===== src/adc_port_pkg.sv =====
// =====================================================================
// Shared constants and carriers for the result output port
// =====================================================================
package adc_port_pkg;

    // =================================================================
    // Word and sequence sizes
    // =================================================================
    localparam int RESULT_BITS = 16;   // Width of one conversion result
    localparam int READ_SHIFTS = 16;   // Shift edges per serial read
    localparam int FIFO_WORDS  = 4;    // Result buffer depth

    // =================================================================
    // Shared data bus pin roles
    // =================================================================
    localparam int PIN_DIV_LO   = 2;   // Divider input, low bit
    localparam int PIN_DIV_HI   = 3;   // Divider input, high bit
    localparam int PIN_CLK_SRC  = 4;   // Clock source select
    localparam int PIN_SYNC_POL = 5;   // Frame sync polarity
    localparam int PIN_SCLK_INV = 6;   // Serial clock invert
    localparam int PIN_CHAIN    = 7;   // Read mode or chain input
    localparam int PIN_SERIAL_RESULT_OUT    = 8;   // Serial result out
    localparam int PIN_SCLK     = 9;   // Serial clock in or out
    localparam int PIN_SYNC     = 10;  // Frame sync out
    localparam int PIN_RDERR    = 11;  // Incomplete read flag

    // Driven pins in serial mode: result out, sync and error flag
    localparam logic [15:0] SERIAL_OE_MASK = 16'h0d00;
    localparam logic [15:0] PARALLEL_OE    = 16'hffff;
    localparam logic [15:0] TWOS_MSB_MASK  = 16'h8000;
    localparam logic [15:0] BUS_RESET      = 16'h0000;

    // =================================================================
    // Master serial clock timing
    // =================================================================
    localparam int SYS_CLK_NS       = 4;    // 250 MHz system clock
    localparam int MASTER_SCLK_NS   = 40;   // Undivided serial period
    localparam int MASTER_HALF_CYC  = (MASTER_SCLK_NS / (2 * SYS_CLK_NS)) < 1 ? 1
                                    : MASTER_SCLK_NS / (2 * SYS_CLK_NS);

    // =================================================================
    // Carriers
    // =================================================================
    typedef struct packed {
        logic       serial;      // Serial port selected
        logic       slave;       // External clock selected
        logic       sync_low;    // Frame sync active low
        logic       sclk_inv;    // Serial clock inverted
        logic       rd_during;   // Master reads during conversion
        logic [1:0] div;         // Master clock slow-down
    } mode_s;

    typedef struct packed {
        logic [15:0] data;       // Level driven on each line
        logic [15:0] oe;         // Drive enable per line
    } bus_s;

    // Serial read state
    typedef enum logic {
        ST_IDLE  = 1'b0,
        ST_SHIFT = 1'b1
    } read_state_e;

endpackage : adc_port_pkg


===== src/adc_result_output_port.sv =====
`timescale 1ns/100ps
// Function
// - Parallel drives bits 0-1; serial floats them
// - Parallel drives bits 2-3 on lines 2-3
// - Master read-after-convert: lines 2-3 set divider
// - Other serial modes float the divider lines
// - Line 4 picks master or slave clock
// - Slave clock edges ignored without chip select
// - Line 5 low gives active-high frame sync
// - Line 6 inverts serial clock, both modes
// - Chain input appears after sixteen clocks
// - Read mode picks during or after conversion
// - Result shifted MSB first, chosen format
// - Slave updates data on rising, inverted swaps
// - Master frame sync active while data valid
// - Slave read cut by conversion flags error
module adc_result_output_port
    import adc_port_pkg::*;
#(
    parameter int WIDTH       = RESULT_BITS,
    parameter int DEPTH       = FIFO_WORDS,
    parameter int HALF_CYCLES = MASTER_HALF_CYC
)
(
    input  wire logic             sys_clk,
    input  wire logic             reset_n,
    input  wire logic [WIDTH-1:0] result_data,
    input  wire logic             result_valid,
    output logic                  result_ready,
    input  wire logic             conv_start,
    input  wire logic             conv_busy,
    input  wire logic             conv_done,
    input  wire logic             serial_parallel_select,
    input  wire logic             binary_twos_select,
    input  wire logic             cs_n,
    input  wire logic [15:0]      d_in,
    output logic      [15:0]      d_out,
    output logic      [15:0]      d_oe
);

    if (WIDTH != READ_SHIFTS)
    begin : g_bad_width
        $error("adc_result_output_port width must equal the shift count");
    end

    // =================================================================
    // Declarations
    // =================================================================
    mode_s            mode;          // Decoded pin roles
    read_state_e      state;         // Serial read state
    logic [WIDTH-1:0] fifo_data;     // Oldest buffered result
    logic             fifo_valid;
    logic             fifo_ready;
    logic             ready_q;       // Buffer ready toward source
    logic [WIDTH-1:0] fmt_word;      // Result in chosen format
    logic [WIDTH-1:0] par_word;      // Word on the parallel bus
    logic [WIDTH-1:0] shift_reg;     // Serial shift register
    logic [3:0]       bit_count;     // Shifts done in this read
    logic             sclk_prev;     // Slave clock, last sample
    logic             sclk_rise;
    logic             sclk_fall;
    logic             slave_upd;     // Gated slave update edge
    logic             master_sclk;   // Master clock, uninverted
    logic             tick;          // Master half-period tick
    logic             shift_edge;    // One shift this cycle
    logic             start;         // Read begins this cycle
    logic             abort;         // Slave read cut short
    logic             rd_err;        // Incomplete read pulse
    bus_s             next_bus;

    // =================================================================
    // Mode decode
    // =================================================================
    // Serial controls sit on the shared data lines
    always_comb
    begin
        mode.serial    = serial_parallel_select;
        mode.slave     = d_in[PIN_CLK_SRC];
        mode.sync_low  = d_in[PIN_SYNC_POL];
        mode.sclk_inv  = d_in[PIN_SCLK_INV];
        mode.rd_during = d_in[PIN_CHAIN];
        // Divider only honoured in master read-after-convert
        if (!d_in[PIN_CLK_SRC] && !d_in[PIN_CHAIN])
        begin
            mode.div = d_in[PIN_DIV_HI:PIN_DIV_LO];
        end
        else
        begin
            mode.div = 2'b00;
        end
    end

    // =================================================================
    // Result buffer
    // =================================================================
    result_fifo #(
        .WIDTH (WIDTH),
        .DEPTH (DEPTH)
    ) u_fifo (
        .sys_clk   (sys_clk),
        .reset_n   (reset_n),
        .in_data   (result_data),
        .in_valid  (result_valid),
        .in_ready  (ready_q),
        .out_data  (fifo_data),
        .out_valid (fifo_valid),
        .out_ready (fifo_ready)
    );

    assign result_ready = ready_q;

    // Offset binary keeps MSB, twos complement inverts it
    assign fmt_word = binary_twos_select ? fifo_data
                    : fifo_data ^ TWOS_MSB_MASK;

    // =================================================================
    // Read start and buffer drain
    // =================================================================
    always_comb
    begin
        start = 1'b0;
        if (mode.serial && fifo_valid && state == ST_IDLE)
        begin
            if (mode.slave)
            begin
                start = !cs_n;
            end
            else if (mode.rd_during)
            begin
                start = conv_start;
            end
            else
            begin
                start = !conv_busy;
            end
        end
    end

    // Parallel mode drains straight to the bus
    assign fifo_ready = mode.serial ? start : 1'b1;

    // =================================================================
    // Serial clocks
    // =================================================================
    serial_clock_gen #(
        .HALF_CYCLES (HALF_CYCLES)
    ) u_clk_gen (
        .sys_clk (sys_clk),
        .reset_n (reset_n),
        .run     (state == ST_SHIFT && !mode.slave),
        .div     (mode.div),
        .tick    (tick)
    );

    assign sclk_rise = d_in[PIN_SCLK] && !sclk_prev;
    assign sclk_fall = !d_in[PIN_SCLK] && sclk_prev;
    // Update on rising, or on falling when inverted
    assign slave_upd = !cs_n && (mode.sclk_inv ? sclk_fall : sclk_rise);
    // Master updates on each falling half of its own clock
    assign shift_edge = mode.slave ? slave_upd : (tick && master_sclk);
    assign abort = mode.slave && state == ST_SHIFT && conv_done;

    // Slave clock sample for edge detection
    always_ff @(posedge sys_clk or negedge reset_n)
    begin
        if (!reset_n)
        begin
            sclk_prev <= 1'b0;
        end
        else
        begin
            sclk_prev <= d_in[PIN_SCLK];
        end
    end

    // Master clock toggles only during a read
    always_ff @(posedge sys_clk or negedge reset_n)
    begin
        if (!reset_n)
        begin
            master_sclk <= 1'b0;
        end
        else if (state != ST_SHIFT || mode.slave)
        begin
            master_sclk <= 1'b0;
        end
        else if (tick)
        begin
            master_sclk <= !master_sclk;
        end
    end

    // =================================================================
    // Serial read sequencer
    // =================================================================
    always_ff @(posedge sys_clk or negedge reset_n)
    begin
        if (!reset_n)
        begin
            state     <= ST_IDLE;
            bit_count <= 4'h0;
        end
        else if (!mode.serial || abort)
        begin
            // Parallel select or overrun drops the read
            state     <= ST_IDLE;
            bit_count <= 4'h0;
        end
        else
        begin
            unique case (state)
                ST_IDLE:
                begin
                    bit_count <= 4'h0;
                    if (start)
                    begin
                        state <= ST_SHIFT;
                    end
                end
                ST_SHIFT:
                begin
                    if (shift_edge)
                    begin
                        bit_count <= bit_count + 4'h1;
                        // Last of sixteen shifts ends the read
                        if (bit_count == 4'(READ_SHIFTS - 1))
                        begin
                            state <= ST_IDLE;
                        end
                    end
                end
            endcase
        end
    end

    // Shift register, chain bit enters at the bottom
    always_ff @(posedge sys_clk or negedge reset_n)
    begin
        if (!reset_n)
        begin
            shift_reg <= '0;
        end
        else if (start)
        begin
            shift_reg <= fmt_word;
        end
        else if (state == ST_SHIFT && shift_edge && !abort)
        begin
            shift_reg <= {shift_reg[WIDTH-2:0], mode.slave && d_in[PIN_CHAIN]};
        end
    end

    // Parallel word and error pulse
    always_ff @(posedge sys_clk or negedge reset_n)
    begin
        if (!reset_n)
        begin
            par_word <= '0;
            rd_err   <= 1'b0;
        end
        else
        begin
            if (!mode.serial && fifo_valid)
            begin
                par_word <= fmt_word;
            end
            rd_err <= abort;
        end
    end

    // =================================================================
    // Pin drive
    // =================================================================
    always_comb
    begin
        next_bus.data = par_word;
        next_bus.oe   = PARALLEL_OE;
        if (mode.serial)
        begin
            next_bus.data = BUS_RESET;
            next_bus.oe   = SERIAL_OE_MASK;
            next_bus.oe[PIN_SCLK]    = !mode.slave;
            next_bus.data[PIN_SERIAL_RESULT_OUT] = shift_reg[WIDTH-1];
            next_bus.data[PIN_SCLK]  = master_sclk ^ mode.sclk_inv;
            next_bus.data[PIN_SYNC]  = (!mode.slave && state == ST_SHIFT)
                                     ^ mode.sync_low;
            next_bus.data[PIN_RDERR] = rd_err;
        end
    end

    // Registered pins
    always_ff @(posedge sys_clk or negedge reset_n)
    begin
        if (!reset_n)
        begin
            d_out <= BUS_RESET;
            d_oe  <= BUS_RESET;
        end
        else
        begin
            d_out <= next_bus.data;
            d_oe  <= next_bus.oe;
        end
    end
endmodule : adc_result_output_port


===== src/result_fifo.sv =====
`timescale 1ns/100ps
// =====================================================================
// Result buffer with registered ready toward the source
// =====================================================================
module result_fifo
    import adc_port_pkg::*;
#(
    parameter int WIDTH = RESULT_BITS,
    parameter int DEPTH = FIFO_WORDS
)
(
    input  wire logic             sys_clk,
    input  wire logic             reset_n,
    input  wire logic [WIDTH-1:0] in_data,
    input  wire logic             in_valid,
    output logic                  in_ready,
    output logic      [WIDTH-1:0] out_data,
    output logic                  out_valid,
    input  wire logic             out_ready
);

    localparam int PW = (DEPTH > 1) ? $clog2(DEPTH) : 1;
    localparam int CW = $clog2(DEPTH + 1);

    // Depth must be a power of two for wrapping pointers
    if (DEPTH < 2 || (DEPTH & (DEPTH - 1)) != 0)
    begin : g_bad_depth
        $error("result_fifo depth must be a power of two, at least 2");
    end

    logic [WIDTH-1:0] mem [DEPTH];   // Word storage
    logic [PW-1:0]    wr_ptr;        // Next write slot
    logic [PW-1:0]    rd_ptr;        // Oldest word
    logic [CW-1:0]    count;         // Words held
    logic             push;
    logic             pop;
    logic [CW-1:0]    next_count;

    assign push      = in_valid && in_ready;
    assign pop       = out_valid && out_ready;
    assign out_valid = (count != '0);
    assign out_data  = mem[rd_ptr];

    // Occupancy after this cycle
    always_comb
    begin
        next_count = count;
        if (push && !pop)
        begin
            next_count = count + CW'(1);
        end
        else if (pop && !push)
        begin
            next_count = count - CW'(1);
        end
    end

    // Storage write
    always_ff @(posedge sys_clk)
    begin
        if (push)
        begin
            mem[wr_ptr] <= in_data;
        end
    end

    // Pointers, count and ready flag
    always_ff @(posedge sys_clk or negedge reset_n)
    begin
        if (!reset_n)
        begin
            wr_ptr   <= '0;
            rd_ptr   <= '0;
            count    <= '0;
            in_ready <= 1'b0;
        end
        else
        begin
            wr_ptr   <= push ? wr_ptr + PW'(1) : wr_ptr;
            rd_ptr   <= pop ? rd_ptr + PW'(1) : rd_ptr;
            count    <= next_count;
            in_ready <= (next_count < CW'(DEPTH));
        end
    end

endmodule : result_fifo


===== src/serial_clock_gen.sv =====
`timescale 1ns/100ps
// =====================================================================
// Half-period tick source for the master serial clock
// =====================================================================
module serial_clock_gen
    import adc_port_pkg::*;
#(
    parameter int HALF_CYCLES = MASTER_HALF_CYC
)
(
    input  wire logic       sys_clk,
    input  wire logic       reset_n,
    input  wire logic       run,
    input  wire logic [1:0] div,
    output logic            tick
);

    if (HALF_CYCLES < 1 || HALF_CYCLES > 31)
    begin : g_bad_half
        $error("serial_clock_gen half period must be 1 to 31 cycles");
    end

    logic [7:0] cnt;     // Cycles in this half period
    logic [7:0] limit;   // Last count, scaled by divider

    assign limit = (8'(HALF_CYCLES) << div) - 8'h01;

    // Counter restarts whenever the clock is stopped
    always_ff @(posedge sys_clk or negedge reset_n)
    begin
        if (!reset_n)
        begin
            cnt  <= 8'h00;
            tick <= 1'b0;
        end
        else if (!run)
        begin
            cnt  <= 8'h00;
            tick <= 1'b0;
        end
        else
        begin
            tick <= (cnt >= limit);
            cnt  <= (cnt >= limit) ? 8'h00 : cnt + 8'h01;
        end
    end

endmodule : serial_clock_gen

===== config.mk =====
export PLATFORM = sky130hd
export DESIGN_NAME = adc_result_output_port
export DESIGN_NICKNAME = d
export VERILOG_FILES = /design/src/adc_port_pkg.sv /design/src/adc_result_output_port.sv /design/src/result_fifo.sv /design/src/serial_clock_gen.sv
export SDC_FILE = /design/constraint.sdc
export NUM_CORES = 1
export LEC_CHECK = 0
export BUFFER_PORTS_ARGS = -buffer_cell sky130_fd_sc_hd__buf_2
export CAP_MARGIN = 30
export CORE_ASPECT_RATIO = 1.4
export CORE_MARGIN = 8
export CORE_UTILIZATION = 52
export CTS_CLUSTER_SIZE = 12
export DETAILED_ROUTE_END_ITERATION = 10
export GPL_TIMING_DRIVEN = 0
export MAX_ROUTING_LAYER = met4
export PLACE_DENSITY = 0.75
export SLEW_MARGIN = 0
export SYNTH_ARGS = -nofsm -noshare
export SYNTH_HDL_FRONTEND = slang
export SYNTH_HIERARCHICAL = 1
export SYNTH_SLANG_ARGS = --single-unit

===== constraint.sdc =====
create_clock -name sys_clk -period 2 [get_ports sys_clk]
set_input_delay 0.2 -clock sys_clk [delete_from_list [all_inputs] [get_ports sys_clk]]
set_output_delay 0.2 -clock sys_clk [all_outputs]
set_load 0.02 [all_outputs]

# After elaboration in Yosys (flattened, before gate mapping)
# Memory sizes are Yosys's and may differ from the RTL's.
# Index checks and enable logic that the tools add are counted.
dict set report word_totals {
  regBits 89
  ramBits 64
  input_bits 41
  output_inout_bits 33
  wordCells 94
  memories 1
}
dict set report op_classes {
  n_addsub 7
  n_lt_le_gt_ge 2
  n_eq_ne 2
  n_shift 1
  muxes 28
  bitwise_logic 4
  reduce_logical 34
}
# name depth word_bits rd rd_ports_with_merged_regs write_ports line
set memory_table {}
lappend memory_table {u_fifo.mem 4 16 1 0 1 result_fifo.sv:31} ;# logic [WIDTH-1:0] mem [DEPTH];
# cell n
set ops {}
lappend ops {{$mux 16} 3}
lappend ops {{$mux 32} 1}
lappend ops {{$logic_and 1x1->1} 18}
lappend ops {{$mux 8} 2}
lappend ops {{$mux 1} 15}
lappend ops {{$logic_not 1->1} 11}
lappend ops {{$add 8x1->8 const B} 1}
lappend ops {{$ge 8x8->1} 1}
lappend ops {{$mux 4} 2}
lappend ops {{$pmux 4 s2} 1}
lappend ops {{$shl 3x2->8 const A} 1}
lappend ops {{$sub 8x1->8 const B} 1}
lappend ops {{$mux 3} 2}
lappend ops {{$add 2x1->2 const B} 2}
lappend ops {{$add 4x1->4 const B} 1}
lappend ops {{$eq 4x4->1 const B} 1}
lappend ops {{$reduce_bool 2->1} 2}
lappend ops {{$add 3x1->3 const B} 1}
lappend ops {{$lt 3x3->1 const B} 1}
lappend ops {{$ne 3x1->1 const B} 1}
lappend ops {{$reduce_bool 3->1} 1}
lappend ops {{$sub 3x1->3 const B} 1}
lappend ops {{$logic_or 1x1->1} 2}
lappend ops {{$mux 2} 1}
lappend ops {{3 further kinds} 5}

# Depth between registers and ports, before layout
dict set report logic_depth {
  depth_word 10
  mapped_depth 15
  mapped_depth_nobuf 13
}

# Modules after synthesis
# Netlist, hierarchy kept.
# mod n_inst cells_each area_per_inst_um2 seq_area_each_um2
set modules_own_cells {}
lappend modules_own_cells {result_fifo 1 134 2855.2 2122.0}
lappend modules_own_cells {adc_result_output_port 1 196 2656.3 1476.4}
lappend modules_own_cells {serial_clock_gen 1 57 621.8 225.2}

# Worst setup path after synthesis
# OpenSTA, ideal clock, no wires.
dict set report synth_timing {
  path_type {input -> register}
  from {input port d_in[4]}
  to {register u_clk_gen.tick}
  setup_time_ns 0.119
  arrival_time_ns 2.058
  required_time_ns 1.881
  slack_ns -0.176
  path_stages 10
  path_buffers 1
  cell_sequence {buf_2 -> nor3b_1 -> inv_1 -> ha_1 -> inv_1 -> ha_1 -> nand2b_4 -> a2111oi_4 -> nor3_4 -> o21a_1}
}
# element line
set synth_lines {}
lappend synth_lines {{start: declaration} adc_result_output_port.sv:36} ;# input wire logic [15:0] d_in,
lappend synth_lines {{end signal: assignment} serial_clock_gen.sv:43} ;# tick <= (cnt >= limit);
lappend synth_lines {{end: declaration} serial_clock_gen.sv:15} ;# output logic tick

# Worst setup path in the final report
dict set report layout_timing {
  from {register u_fifo.count[1]}
  to {register u_fifo.in_ready}
}
dict set report layout_between {
  elab_chain_len 10
  elab_cells_between_ends 14
  classes_between {2 x add/sub; 1 x order compare; 4 x mux; 7 x reduce/logical}
}
# element line
set layout_lines {}
lappend layout_lines {{start: declaration} result_fifo.sv:34} ;# logic [CW-1:0] count;
lappend layout_lines {{start signal: assignment} result_fifo.sv:81} ;# count <= next_count;
lappend layout_lines {{$reduce_bool 3->1 (*)} result_fifo.sv:41} ;# assign out_valid = (count != '0);
lappend layout_lines {{net fifo_valid} adc_result_output_port.sv:52} ;# logic fifo_valid;
lappend layout_lines {{$logic_and 1x1->1 (*) (2 in a row)} adc_result_output_port.sv:122} ;# if (mode.serial && fifo_valid && state == ST_IDLE)
lappend layout_lines {{$mux 1 (*)} adc_result_output_port.sv:122}
lappend layout_lines {{$mux 1 (*)} adc_result_output_port.sv:140} ;# assign fifo_ready = mode.serial ? start : 1'b1;
lappend layout_lines {{net fifo_ready} adc_result_output_port.sv:53} ;# logic fifo_ready;
lappend layout_lines {{$logic_and 1x1->1 (*)} result_fifo.sv:40} ;# assign pop = out_valid && out_ready;
lappend layout_lines {{net u_fifo.pop} result_fifo.sv:36} ;# logic pop;
lappend layout_lines {{$logic_and 1x1->1 / $logic_not 1->1 (equally long branches)} {result_fifo.sv:52, result_fifo.sv:48}}
lappend layout_lines {{$mux 3 / $logic_and 1x1->1 (equally long branches)} {result_fifo.sv:52, result_fifo.sv:48}}
lappend layout_lines {{$mux 3 (*)} result_fifo.sv:48} ;# if (push && !pop)
lappend layout_lines {{$lt 3x3->1 (*)} result_fifo.sv:82} ;# in_ready <= (next_count < CW'(DEPTH));
lappend layout_lines {{end signal: assignment} result_fifo.sv:82}
lappend layout_lines {{end: declaration} result_fifo.sv:16} ;# output logic in_ready,
# Mark *: on every way through the listed nets, which the timed path passes. The rest lies on a longest branch.
# A chain may end at the register's enable or synchronous reset.

==> summary.txt <==
Outcome
  • Outcome: complete, but fails checks
  • Violated checks: setup timing

Placement
  • Gpl congestion: 0.7923
  • PortBufs: 63
  • HPWL Detailed: 7786 µm
  • Placed inst area: 6754 µm²
  • DP Worst Slack: -317.5 ps

Hold path
  • Hold path cells: 1
  • Hold Path Class: primary input to flop
  • Hold Path Sink: u_fifo/mem[1][15]
  • Min-delay src: result_data[15]

Die
  • Row count: 47
  • Die ar.: 15570 µm²
  • Top-Level Pins: 74
  • Core area: 11640 µm²
  • Initial core utilization: 52.68%
  • Die height: 144.5 µm
  • Die width: 107.8 µm

Logic synthesis
  • FFs w/ async S/R, synth: 54.29%
  • Synth cell count leaders: 76 x dfrtp_1, 64 x edfxtp_1, 31 x mux2_2
  • Post-synthesis cell area: 6133 µm²
  • Most common flop cell mapped by yosys: dfrtp_1
  • Synth top area share: 31.33%
  • Seq/Total Area, Yosys: 62.34%
  • EDFF count, synth: 64
  • Register bit total from synthesis: 140
  • Cell with the most instances after synthesis: dfrtp_1
  • Syn_nets: 449
  • Mean Syn Cell Area: 15.85 µm²
  • Synth warn: 6
  • Synth area leader: edfxtp_1
  • Synth unique cells: 47
  • Synth Instances: 387
  • Top area cells in the synthesized netlist: edfxtp_1 31%, dfrtp_1 31%, mux2_2 5.7%

STA
  • FMAX: 478.2 MHz
  • Hold Violations, Final: 0
  • Setup TNS: -403.9 ps
  • Relative slew slack: 40.33%
  • Worst hold margin: 5.243 ps
  • Min Tclk post-route: 2091 ps
  • Worst setup margin: -90.97 ps
  • Worst-Margin Slew: 895.1 ps
  • Slew Viols, Final: 0
  • Final Cycle Share: 104.5%
  • RSZ-0062 raised after global routing: true
  • Skew final: 8.601 ps
  • Final setup viols: 8

Detailed routing
  • Vias per cell: 5.183
  • WL/cell: 17.50 µm
  • Router iterations before antenna repair: 5
  • Initial drt markers: 109
  • Antenna Nets Post-Route: 0
  • Final WL: 11360 µm
  • Drt drc: 0
  • Vias: 3364

CTS
  • Clock-pin slew on the worst setup and hold paths: 60 ps
  • Root Buffer: clkbuf_16
  • CTS tree: done
  • # H-tree levels: 4
  • Clk sinks: 140
  • Total CTS buffers: 17
  • Skew-Pair Late Insertion Delay: 410 ps
  • Max Buffers Root-to-Sink: 2

Setup path
  • R2R depth: 15
  • Crit Reg-Reg Endpoint: u_fifo/in_ready
  • Critical Path Sink Type: flop
  • Reg-to-reg setup timing slack: -90 ps
  • Crit-path max FO: 3
  • Critical path arrival: 2410 ps
  • Worst setup path class: flop to flop
  • R2R Path Start: u_fifo/count[1]
  • CP Launch Type: flop
  • Data required time at the worst endpoint: 2320 ps

GRT
  • GRT Util Overall: 16.14%
  • Global-route wire length before repair: 18610 µm
  • Antenna violations before repair: 0
  • Vias in the first global route: 3691
  • Grt ovf: 0
  • Largest net degree at the start of global routing: 71

Cells and area
  • Final net count: 551
  • Total inserted antenna cells: 0
  • Fin area: 7627 µm²
  • Top reg by flops: u_fifo/mem
  • Largest register FFs: 64
  • P&R area growth vs syn: 24.36%
  • Final design utilization: 65.51%
  • Layout cells sized above 1: 42.23%

Power
  • PwrDens: 1366 nW/µm²
  • VDD IR max: 0.8849 mV
  • Leak: 3.304 nW

Flow run
  • Total of max-cap violations: 0
cells in the final DEF (no fill, tap or decap), types with 9 or more instances in the layout:
master      n
dfrtp_1    76
buf_2      65
edfxtp_1   64
mux2_2     31
buf_4      25
clkbuf_16  17
ha_1       16
mux2_4     15
inv_1      14
nor2b_1    13
nand2_1    11
nor2_1     10
xnor2_1     9
nand3_1     9
report_power, final:
group          internal (mW)  switching [mW]  leakage (nW)
sequential              3.77           0.289          1.55
clock                   2.36            1.12         0.318
combinational           1.51            1.37          1.44
total                   7.64            2.78          3.30
worst max-delay path, cell delays in order, from the launching register on:
cell      delay [ps]
dfrtp_1          380
inv_2             90
ha_4             140
nand2b_4          80
nand2_4           70
nor2_4            40
o21ai_2           80
buf_6            140
buf_12           100
nand2_4           50
nand2_4          130
inv_2             50
ha_4             150
nor2b_4          120
a22oi_2          190
xor2_1           190
through the flow:
step	std cells	total power, mW
CTS	645	10.41
global route	649	10.88
detailed placement	598	6.791
global placement	597	6.649
floorplan	387	6.064
finish	649	10.42
metal layers:
layer  track usage, %  part of all wire [%]  up-vias
li1                 -                     -     1586
met1            16.65                    40     1683
met2            28.53                    54       82
met3            4.906                   4.8       13
met4            5.279                   1.2        0
met5                -                     0        -
how the worst max path moves through the flow:
stage | cells after the start | slack [ps] | from | to
5_1_grt | 14 | -210 | u_fifo/count[1] | flop
4_1_cts | 15 | -80 | u_fifo/count[0] | u_fifo/in_ready
3_5_place_dp | 15 | -320 | u_fifo/count[0] | u_fifo/in_ready
2_1_floorplan | 14 | -60 | u_fifo/count[0] | flop
6_report | 15 | -90 | u_fifo/count[1] | u_fifo/in_ready
3_3_place_gp | 15 | -280 | u_fifo/count[0] | u_fifo/in_ready
final cells by class:
class,count,area [µm²]
flip-flops and latches,140,3824
inverters,17,63.81
clock inverters,12,217.7
repair buffers,83,509.2
plain buffers,26,221.5
fillers,830,4016
well taps,147,183.9
clock buffers,20,446.7
multi-input cells,204,2161
repair_timing:
action / in CTS / in global routing
setup buffers: 8 / 5
resized for setup: 7 / 8
setup endpoints to repair: 24 / 14
hold buffers: 7 / 0
endpoints found under the hold margin: 95 / 0
pin swaps: 7 / 7
cell families after synthesis:
family	Yosys count	synth area share, %
compound gates	22	2.999
xor+xnor	17	2.428
flops	140	62.34
buf+inv	43	4.508
fa+ha+maj	21	4.284
mux	65	16.22
other cells	2	0.1224
simple gates	77	7.100
Note: power is estimated with default switching activity, not from simulation.
